File: config.mk
export PLATFORM = sky130hd
export DESIGN_NAME = location_id_decoder
export DESIGN_NICKNAME = d
export VERILOG_FILES = /design/src/include/location_id_pkg.sv /design/src/include/strap_if.sv /design/src/rtl/location_id_decoder.sv /design/src/rtl/strap_sampler.sv
export SDC_FILE = /design/constraint.sdc
export NUM_CORES = 1
export LEC_CHECK = 0
export ABC_AREA = 0
export BUFFER_PORTS_ARGS = -buffer_cell sky130_fd_sc_hd__buf_2
export CORE_MARGIN = 3
export CORE_UTILIZATION = 50
export DETAILED_ROUTE_END_ITERATION = 12
export PLACE_DENSITY = 0.82
export SKIP_CTS_REPAIR_TIMING = 1
export SYNTH_ARGS = -nofsm -noshare
export SYNTH_HDL_FRONTEND = slang
export SYNTH_SLANG_ARGS = --single-unit
File: constraint.sdc
create_clock -name CLK_SYS -period 5.9 [get_ports CLK_SYS]
set_input_delay 0.885 -clock CLK_SYS [delete_from_list [all_inputs] [get_ports CLK_SYS]]
set_output_delay 0.885 -clock CLK_SYS [all_outputs]
set_load 0.02 [all_outputs]
File: src/include/location_id_pkg.sv
// Package for the location identifier decoder: strap field layout and address constants.
// Assumes straps are static jumpers read active low (installed jumper reads zero).
`default_nettype none
package location_id_pkg;
  localparam int SLOT_LSB          = 0;
  localparam int SLOT_W            = 4;
  localparam int CRATE_LSB         = 4;
  localparam int CRATE_W           = 2;
  localparam int RACK_W            = 8;
  localparam int MON_ID_W          = 6;
  localparam int MON_TYPE_BIT      = 5;
  localparam int MON_NUM_W         = 5;
  localparam int SEED_W            = 8;
  localparam logic [7:0] OCTET1    = 8'h0a;  // 10
  localparam logic [7:0] OCTET2    = 8'h50;  // 80
  localparam logic [7:0] STA_BASE  = 8'hc8;  // 200
  localparam logic [7:0] BASE_BASE = 8'hd2;  // 210
  localparam logic [7:0] CRATE_MUL = 8'h64;  // 100
  localparam logic [7:0] RACK_ALL1 = 8'hff;
  localparam logic [3:0] RACK_MAX  = 4'h8;
  localparam logic [1:0] SAMPLE_SETTLE = 2'h3;
  typedef enum logic [1:0] {ST_SYNC, ST_CAPTURE, ST_HOLD} samp_state_e;
endpackage : location_id_pkg
`default_nettype wire

File: src/include/strap_if.sv
// Carries the captured strap words from the sampler into the decoder.
// Assumes one clock domain.
`default_nettype none
interface strap_if;
  logic [7:0] upper;
  logic [7:0] rack;
  logic [5:0] mon_id;
  logic [7:0] seed;
  logic       dual_sel;
  logic       held;
  modport sampler (output upper, rack, mon_id, seed, dual_sel, held);
  modport decoder (input upper, rack, mon_id, seed, dual_sel, held);
endinterface : strap_if
`default_nettype wire

File: src/rtl/location_id_decoder.sv
// Location identifier decoder: straps to slot, crate, rack, address, seed and fan control.
// Assumes strap pins are static jumpers; fan commands come from same-clock logic.
// Function
// Installed jumper reads zero, absent reads one
// Low four upper strap bits give slot
// Bits five and four give crate number
// Crates two and three pass through unchanged
// Station rack value equals rack number
// Baseline racks clear one bit per rack
// Address first octets fixed at 10.80
// Third octet 200 or 210 plus rack
// Last octet 100 times crate+1 plus slot
// Seed straps set to station rack minus one
// Seed straps feed every output randomizer
// Identity straps read zero installed, one absent
// Identity bit five: station zero, baseline one
// Identity low bits carry rack number low digits
// Dual mode: full speed unless both command
// Single mode: only first controller governs fans
// Sample straps once after reset, hold
`default_nettype none
module location_id_decoder
  import location_id_pkg::*;
#(
  parameter int NUM_RAND = 16
) (
  input  wire logic                                CLK_SYS,
  input  wire logic                                RSTN,
  input  wire logic [7:0]                          UPPER_STRAP_N,
  input  wire logic [7:0]                          RACK_STRAP_N,
  input  wire logic [location_id_pkg::MON_ID_W-1:0] MON_STRAP_N,
  input  wire logic [location_id_pkg::SEED_W-1:0]   SEED_STRAPS_N,
  input  wire logic                                DUAL_CTRL_STRAP_N,
  input  wire logic                                PCC1_FAN_ACTIVE,
  input  wire logic                                PCC2_FAN_ACTIVE,
  output var  logic [location_id_pkg::SLOT_W-1:0]   SLOT_ID,
  output var  logic [location_id_pkg::CRATE_W-1:0]  CRATE_ID,
  output var  logic [7:0]                          RACK_READ,
  output var  logic [3:0]                          RACK_NUM,
  output var  logic                                RACK_IS_BASELINE,
  output var  logic                                RACK_VALID,
  output var  logic [31:0]                         NET_ADDR,
  output var  logic [location_id_pkg::MON_ID_W-1:0] MON_ID,
  output var  logic [NUM_RAND*8-1:0]               RAND_SEED,
  output var  logic                                FAN_FULL_SPEED,
  output var  logic                                ID_READY
);
  import location_id_pkg::*;

  strap_if st ();

  // Two-flop synchroniser and one-shot capture live in the sampler
  strap_sampler u_sampler (
    .clk       (CLK_SYS),
    .rstn      (RSTN),
    .upper_pin (UPPER_STRAP_N),
    .rack_pin  (RACK_STRAP_N),
    .mon_pin   (MON_STRAP_N),
    .seed_pin  (SEED_STRAPS_N),
    .dual_pin  (DUAL_CTRL_STRAP_N),
    .st        (st)
  );

  // Pins read high when open, so the captured word is already the read value
  logic [7:0] upper_val;
  logic [7:0] rack_val;
  logic [3:0] slot_next;
  logic [1:0] crate_next;
  logic       sta_ok;
  logic       base_ok;
  logic [3:0] base_num;
  logic [7:0] inv_rack;
  logic [3:0] rack_num_next;
  logic [7:0] oct3_next;
  logic [7:0] oct4_next;
  logic [2:0] crate_p1;
  logic       dual_mode;
  logic       fan_full_next;

  assign upper_val  = st.upper;
  assign rack_val   = st.rack;
  assign slot_next  = upper_val[SLOT_LSB +: SLOT_W];
  assign crate_next = upper_val[CRATE_LSB +: CRATE_W];

  // Station: plain number 1..8; baseline: all ones for rack 1, otherwise all ones with one low bit cleared
  assign sta_ok   = (rack_val != 8'h00) && (rack_val <= {4'h0, RACK_MAX});
  assign inv_rack = ~rack_val;
  // Bit seven is never installed on a baseline rack, so it must read one
  assign base_ok  = (rack_val == RACK_ALL1) ||
                    ((inv_rack & (inv_rack - 8'h01)) == 8'h00 && rack_val[7]);

  always_comb begin
    base_num = 4'h1;
    for (int i = 0; i < 7; i++) begin
      if (inv_rack[i]) base_num = 4'(i + 2);
    end
  end

  assign rack_num_next = sta_ok ? rack_val[3:0] : base_num;
  assign oct3_next = (sta_ok ? STA_BASE : BASE_BASE) + {4'h0, rack_num_next};
  assign crate_p1  = {1'b0, crate_next} + 3'h1;
  assign oct4_next = 8'(crate_p1 * CRATE_MUL) + {4'h0, slot_next};

  assign dual_mode = !st.dual_sel;
  assign fan_full_next = dual_mode ? !(PCC1_FAN_ACTIVE && PCC2_FAN_ACTIVE)
                                   : !PCC1_FAN_ACTIVE;

  // Outputs reload from the held capture each cycle, so they cannot drift
  always_ff @(posedge CLK_SYS or negedge RSTN) begin
    if (!RSTN) begin
      SLOT_ID          <= '0;
      CRATE_ID         <= '0;
      RACK_READ        <= '0;
      RACK_NUM         <= '0;
      RACK_IS_BASELINE <= 1'b0;
      RACK_VALID       <= 1'b0;
      NET_ADDR         <= '0;
      MON_ID           <= '0;
      ID_READY         <= 1'b0;
    end else if (st.held) begin
      SLOT_ID          <= slot_next;
      CRATE_ID         <= crate_next;
      RACK_READ        <= rack_val;
      RACK_NUM         <= rack_num_next;
      RACK_IS_BASELINE <= !sta_ok;
      RACK_VALID       <= sta_ok || base_ok;
      NET_ADDR         <= {OCTET1, OCTET2, oct3_next, oct4_next};
      MON_ID           <= st.mon_id;
      ID_READY         <= 1'b1;
    end
  end

  // Every randomizer takes the rack seed; an installed seed jumper means a one,
  // so the pin word is inverted to recover the strapped value
  genvar g;
  generate
    for (g = 0; g < NUM_RAND; g++) begin : g_seed
      always_ff @(posedge CLK_SYS or negedge RSTN) begin
        if (!RSTN) RAND_SEED[g*8 +: 8] <= '0;
        else if (st.held) RAND_SEED[g*8 +: 8] <= ~st.seed;
      end
    end
  endgenerate

  // Fan control follows the controllers every cycle; only the mode is latched
  always_ff @(posedge CLK_SYS or negedge RSTN) begin
    if (!RSTN) FAN_FULL_SPEED <= 1'b1;
    else FAN_FULL_SPEED <= fan_full_next;
  end

  addr_fixed_a: assert property (@(posedge CLK_SYS) disable iff (!RSTN)
    ID_READY |-> NET_ADDR[31:16] == 16'h0a50) else $error("Fixed octets wrong");
  oct3_rack_a: assert property (@(posedge CLK_SYS) disable iff (!RSTN)
    ID_READY |-> NET_ADDR[15:8] == (RACK_IS_BASELINE ? 8'hd2 : 8'hc8) + {4'h0, RACK_NUM})
    else $error("Third octet wrong");
  oct4_slot_a: assert property (@(posedge CLK_SYS) disable iff (!RSTN)
    ID_READY |-> NET_ADDR[7:0] == 8'(({1'b0, CRATE_ID} + 3'h1) * 8'h64) + {4'h0, SLOT_ID})
    else $error("Final octet wrong");
  slot_field_a: assert property (@(posedge CLK_SYS) disable iff (!RSTN)
    ID_READY |-> SLOT_ID == $past(st.upper[3:0])) else $error("Slot field wrong");
  crate_field_a: assert property (@(posedge CLK_SYS) disable iff (!RSTN)
    ID_READY |-> CRATE_ID == $past(st.upper[5:4])) else $error("Crate field wrong");
  station_num_a: assert property (@(posedge CLK_SYS) disable iff (!RSTN)
    ID_READY && !RACK_IS_BASELINE |-> RACK_NUM == RACK_READ[3:0])
    else $error("Station number wrong");
  mon_id_a: assert property (@(posedge CLK_SYS) disable iff (!RSTN)
    ID_READY |-> MON_ID == $past(st.mon_id)) else $error("Identity straps wrong");
  seed_all_a: assert property (@(posedge CLK_SYS) disable iff (!RSTN)
    ID_READY |-> RAND_SEED[NUM_RAND*8-1 -: 8] == RAND_SEED[7:0])
    else $error("Randomizer seeds differ");
  fan_dual_a: assert property (@(posedge CLK_SYS) disable iff (!RSTN)
    !st.dual_sel && PCC1_FAN_ACTIVE && PCC2_FAN_ACTIVE |=> !FAN_FULL_SPEED)
    else $error("Dual mode fans not released");
  fan_single_a: assert property (@(posedge CLK_SYS) disable iff (!RSTN)
    st.dual_sel && PCC1_FAN_ACTIVE |=> !FAN_FULL_SPEED)
    else $error("Single mode honoured second controller");
  ready_holds_a: assert property (@(posedge CLK_SYS) disable iff (!RSTN)
    ID_READY |=> ID_READY && $stable(NET_ADDR)) else $error("Identity changed");
  ids_hold_a: assert property (@(posedge CLK_SYS) disable iff (!RSTN)
    ID_READY |=> $stable(SLOT_ID) && $stable(CRATE_ID) &&
                 $stable(RACK_NUM) && $stable(MON_ID))
    else $error("Decoded fields changed");
  seed_hold_a: assert property (@(posedge CLK_SYS) disable iff (!RSTN)
    ID_READY |=> $stable(RAND_SEED))
    else $error("Randomizer seed changed");
  seed_value_a: assert property (@(posedge CLK_SYS) disable iff (!RSTN)
    ID_READY |-> RAND_SEED[7:0] == ~$past(st.seed))
    else $error("Randomizer seed not strapped value");

  // Rack decode
  station_range_a: assert property (@(posedge CLK_SYS) disable iff (!RSTN)
    ID_READY && !RACK_IS_BASELINE |-> RACK_VALID && RACK_NUM >= 4'h1 && RACK_NUM <= 4'h8)
    else $error("Station rack out of range");
  baseline_first_a: assert property (@(posedge CLK_SYS) disable iff (!RSTN)
    ID_READY && RACK_READ == 8'hff |-> RACK_IS_BASELINE && RACK_VALID && RACK_NUM == 4'h1)
    else $error("First baseline rack wrong");
  baseline_last_a: assert property (@(posedge CLK_SYS) disable iff (!RSTN)
    ID_READY && RACK_READ == 8'hbf |-> RACK_IS_BASELINE && RACK_VALID && RACK_NUM == 4'h8)
    else $error("Last baseline rack wrong");
  baseline_bit_a: assert property (@(posedge CLK_SYS) disable iff (!RSTN)
    ID_READY && RACK_IS_BASELINE && RACK_VALID && RACK_NUM != 4'h1 |->
      RACK_READ == ~(8'h01 << (RACK_NUM - 4'h2))) else $error("Baseline bit wrong");
  illegal_base_a: assert property (@(posedge CLK_SYS) disable iff (!RSTN)
    ID_READY && !RACK_VALID |-> RACK_IS_BASELINE)
    else $error("Illegal pattern taken as station");

  // Address octets
  oct3_range_a: assert property (@(posedge CLK_SYS) disable iff (!RSTN)
    ID_READY && RACK_VALID |-> NET_ADDR[15:8] inside {[8'hc9:8'hd0], [8'hd3:8'hda]})
    else $error("Third octet out of range");
  crate_top_a: assert property (@(posedge CLK_SYS) disable iff (!RSTN)
    ID_READY && CRATE_ID == 2'h0 |-> NET_ADDR[7:0] == 8'h64 + {4'h0, SLOT_ID})
    else $error("Top crate octet wrong");
  crate_bottom_a: assert property (@(posedge CLK_SYS) disable iff (!RSTN)
    ID_READY && CRATE_ID == 2'h1 |-> NET_ADDR[7:0] == 8'hc8 + {4'h0, SLOT_ID})
    else $error("Bottom crate octet wrong");

  // Fan control
  fan_dual_full_a: assert property (@(posedge CLK_SYS) disable iff (!RSTN)
    !st.dual_sel && !(PCC1_FAN_ACTIVE && PCC2_FAN_ACTIVE) |=> FAN_FULL_SPEED)
    else $error("Dual mode fans not forced full");
  fan_single_full_a: assert property (@(posedge CLK_SYS) disable iff (!RSTN)
    st.dual_sel && !PCC1_FAN_ACTIVE |=> FAN_FULL_SPEED)
    else $error("Single mode fans not forced full");

  cov_baseline_c: cover property (@(posedge CLK_SYS) ID_READY && RACK_IS_BASELINE);
  cov_station_c: cover property (@(posedge CLK_SYS) ID_READY && !RACK_IS_BASELINE);
  cov_single_c: cover property (@(posedge CLK_SYS) st.dual_sel && !PCC1_FAN_ACTIVE);
  cov_crate3_c: cover property (@(posedge CLK_SYS) ID_READY && CRATE_ID == 2'h3);
  cov_dual_c: cover property (@(posedge CLK_SYS)
    st.held && !st.dual_sel && PCC1_FAN_ACTIVE && PCC2_FAN_ACTIVE);
endmodule : location_id_decoder
`default_nettype wire

File: src/rtl/strap_sampler.sv
// Synchronises the raw strap pins and captures them once after reset.
// Assumes straps are static; pins are asynchronous to CLK_SYS.
`default_nettype none
module strap_sampler
  import location_id_pkg::*;
(
  input  wire logic       clk,
  input  wire logic       rstn,
  input  wire logic [7:0] upper_pin,
  input  wire logic [7:0] rack_pin,
  input  wire logic [5:0] mon_pin,
  input  wire logic [7:0] seed_pin,
  input  wire logic       dual_pin,
  strap_if.sampler        st
);
  localparam int RAW_W = 31;
  logic [RAW_W-1:0] raw;
  logic [RAW_W-1:0] s1_reg;
  logic [RAW_W-1:0] s2_reg;
  logic [RAW_W-1:0] cap_reg;
  logic [1:0]       cnt_reg;
  samp_state_e      state_reg;
  logic             capture;

  assign raw     = {dual_pin, seed_pin, mon_pin, rack_pin, upper_pin};
  assign capture = (state_reg == ST_CAPTURE);

  always_ff @(posedge clk or negedge rstn) begin
    if (!rstn) begin
      s1_reg <= '0;
      s2_reg <= '0;
    end else begin
      s1_reg <= raw;
      s2_reg <= s1_reg;
    end
  end

  // Wait for the synchroniser to fill, capture once, then hold
  always_ff @(posedge clk or negedge rstn) begin
    if (!rstn) begin
      state_reg <= ST_SYNC;
      cnt_reg   <= '0;
      cap_reg   <= '0;
    end else begin
      unique case (state_reg)
        ST_SYNC: begin
          cnt_reg <= cnt_reg + 2'h1;
          if (cnt_reg == SAMPLE_SETTLE) state_reg <= ST_CAPTURE;
        end
        ST_CAPTURE: begin
          cap_reg   <= s2_reg;
          state_reg <= ST_HOLD;
        end
        ST_HOLD: state_reg <= ST_HOLD;
      endcase
    end
  end

  assign st.upper    = cap_reg[7:0];
  assign st.rack     = cap_reg[15:8];
  assign st.mon_id   = cap_reg[21:16];
  assign st.seed     = cap_reg[29:22];
  assign st.dual_sel = cap_reg[30];
  assign st.held     = (state_reg == ST_HOLD);

  held_stable_a: assert property (@(posedge clk) disable iff (!rstn)
    st.held |=> st.held && $stable(cap_reg)) else $error("Straps changed after capture");
  capture_once_a: assert property (@(posedge clk) disable iff (!rstn)
    capture |=> !capture) else $error("Capture lasted more than one cycle");
endmodule : strap_sampler
`default_nettype wire

==> impl_metrics.toml <==
[run_status]
status = "finished, final reports clean"

[clock_tree]
cts_tree = "yes"
root_buffer = "clkbuf_16"
clock_path_buffers = 2
path_clk_slew_ps = 60
cts_buffers = 17
clock-sinks = 138
cts_max_level = 4
clk_latency_ps = 410

[setup_path]
cp_top_family = "simple AND/OR/NAND/NOR gates"
cp.arrival_ps = 2600
crit_path_start_kind = "register"
cp_slowest_cell = "nor4_1"
crit_chain = "nor4_1, and3_1, a22o_1, ha_1, mux2_2"
endpoint_kind = "register"
critPathBufInv = 0
cp_max_fo = 9
worst_ep_required_time_ps = 6190
crit_type = "register to register"
rrSetupSlack_ps = 3590
max_stage_delay_ps = 550

[yosys]
synthArstFlopShare = 1.000
synthSimpleGateAreaFrac = 0.02804
synth_top_family_by_area = "buffers and inverters"
synth_fa_ha_area_frac = 0.02677
synth_compound_area_frac = 0.03569
synth_mux_area_frac = 0.1098
synth_cell_types = 43
avgSynthCellArea_um2 = 12.89
synth_xor_area_frac = 0.01041
ys.flop_type = "dfrtp_1"
synth.yosys.seq_area_share = 0.5866
ys_seq_elements = 138
syn_inst = 457
synth_edf_count = 0
netlist_area_mm2 = 0.005889
yosys_warnings = 0

[sta]
max-slew-margin-rel = 0.5276
fin_skew_ps = 10.98
fin_setup_tns_ps = 0
fmax_ghz = 0.4333
tightest_slew_ps = 708.6
fin_crit_sh = 0.3912
min_period_ps = 2308
finalHoldViolCount = 0
grt_setup_unrepaired = "false"
slew_violations = 0
setup_violations = 0

[cells_and_area]
register_area_mm2 = 0.003455
drive_gt1_frac = 0.5306
multiInputGateArea_mm2 = 0.001289
finalNonFillerCells = 699
nets = 590
fill_cells = 950
areaGrowthSynthToFinish_pct = 12.79
antenna_cells = 0
fin_area_mm2 = 0.006643

[run]
maxCapViolations = 0

[grt]
grt_max_degree = 83
grt_overflow_total = 0
antenna_found_initial = 0
grt_use_total = 0.1488
first_global_vias = 2978
grt_first_pass_wirelength_mm = 14.95

[drt]
wire_per_inst_um = 13.99
firstDrtPassIters = 4
routed_wl_mm = 9.780
antenna_violating_nets_post_route = 0
drc = 0
viasPerCell = 4.621
vias = 3230
drtIter0Drc = 153

[placement]
dp_hpwl_mm = 6.664
placed_area_mm2 = 0.006063
gp_congestion = 0.7902
port_buffers = 208
dp.cells = 667

[floorplan]
start_util = 0.5136
ioPinCount = 223
coreArea_mm2 = 0.01147
dieArea_mm2 = 0.01312
fp-row-count = 39
die_x_um = 114.5
die_h_um = 114.5

[worst_hold_path]
hold_class = "register to register"

[pwr]
power.density_mw_per_mm2 = 344.0
irDropWorstVdd_mv = 0.2257
p_leak_uw = 0.003374
==> power by group <==
| group | internal, uW | switching, uW | total, uW | leakage [uW] |
|---|---|---|---|---|
| registers | 998 | 34.2 | 1030 | 0.00161 |
| logic | 78.8 | 154 | 233 | 0.00149 |
| clock network | 625 | 395 | 1020 | 0.000277 |
==> synthesized netlist by cell type, drive strengths merged (2+ instances only) <==
master,count,share of area
buf,144,0.18
mux2,50,0.096
mux2i,8,0.014
dfrtp,137,0.58
nor2b,3,0.0032
xor2,2,0.0030
o22ai,3,0.0032
o21ai,10,0.0085
xnor2,5,0.0074
clkbuf,11,0.0070
a21oi,7,0.0059
nand2,11,0.0070
nand3,3,0.0025
nor2,7,0.0045
inv,19,0.012
and3,2,0.0023
ha,11,0.023
a31oi,2,0.0021
a311oi,2,0.0030
==> cell families (layout without fill, tap and decap cells) <==
| family | count (synthesis) | in the layout |
|---|---|---|
| multiplexers | 58 | 58 |
| adder cells (fa/ha/maj) | 12 | 12 |
| AO/OA/AOI/OAI | 33 | 33 |
| buffers and inverters | 174 | 262 |
| other | 1 | 12 |
| AND/OR/NAND/NOR | 34 | 34 |
| XOR/XNOR | 7 | 7 |
| flip-flops | 138 | 138 |
==> through the flow <==
stage,hold slack (ps),setup slack [ps],utilization,total power [uW]
final,343.2,3592,0.5793,2285
after floorplan,331.2,3812,-,1245
after CTS,347.0,3640,0.5793,2321
after detailed placement,334.7,3654,0.5288,1287
after global placement,331.3,3717,0.5288,1279
after global routing,353.7,3385,0.5793,2382
==> cell usage in the layout, fill, tap and decap left out, drive strengths merged, types with 2 or more instances in the layout <==
master    instances
clkbuf           19
mux2             50
o21ai            10
nor2              7
clkinv            8
a31oi             2
nand2            11
xor2              2
dfrtp           137
conb             12
and3              2
a311oi            2
ha               11
xnor2             5
clkinvlp          2
buf             211
mux2i             8
nand3             3
o22ai             3
nor2b             3
inv              20
a21oi             7
bufinv            2
==> per-layer routing <==
layer  global-route usage  routed length, um  share of wire
met2               0.2418               4967           0.51
met4              0.05305                131          0.013
met3              0.05603                779          0.080
met5                    0                  0              0
met1               0.1821               3901           0.40
==> final cells by class <==
class,instances,area share
multi-input combinational,156,0.1940
timing repair buffer,211,0.1610
inverter,19,0.01074
clock buffer,19,0.06517
sequential,138,0.5201
clock inverter,13,0.02204
tap,143,0.02694
==> final timing paths <==
kind	depth (start not counted)	to	start
min reg2reg	0	u_sampler.s2_reg[3]$_DFF_PN0_	u_sampler.s1_reg[3]$_DFF_PN0_
max in group asynchronous	2	u_sampler.cap_reg[28]$_DFFE_PN0N_	RSTN
min in group asynchronous	1	u_sampler.s1_reg[17]$_DFF_PN0_	RSTN
max	5	NET_ADDR[10]$_DFFE_PN0N_	u_sampler.cap_reg[13]$_DFFE_PN0N_
min	0	u_sampler.s2_reg[3]$_DFF_PN0_	u_sampler.s1_reg[3]$_DFF_PN0_
max reg2reg	5	NET_ADDR[10]$_DFFE_PN0N_	u_sampler.cap_reg[13]$_DFFE_PN0N_
Note: power is estimated with default switching activity, not from simulation.
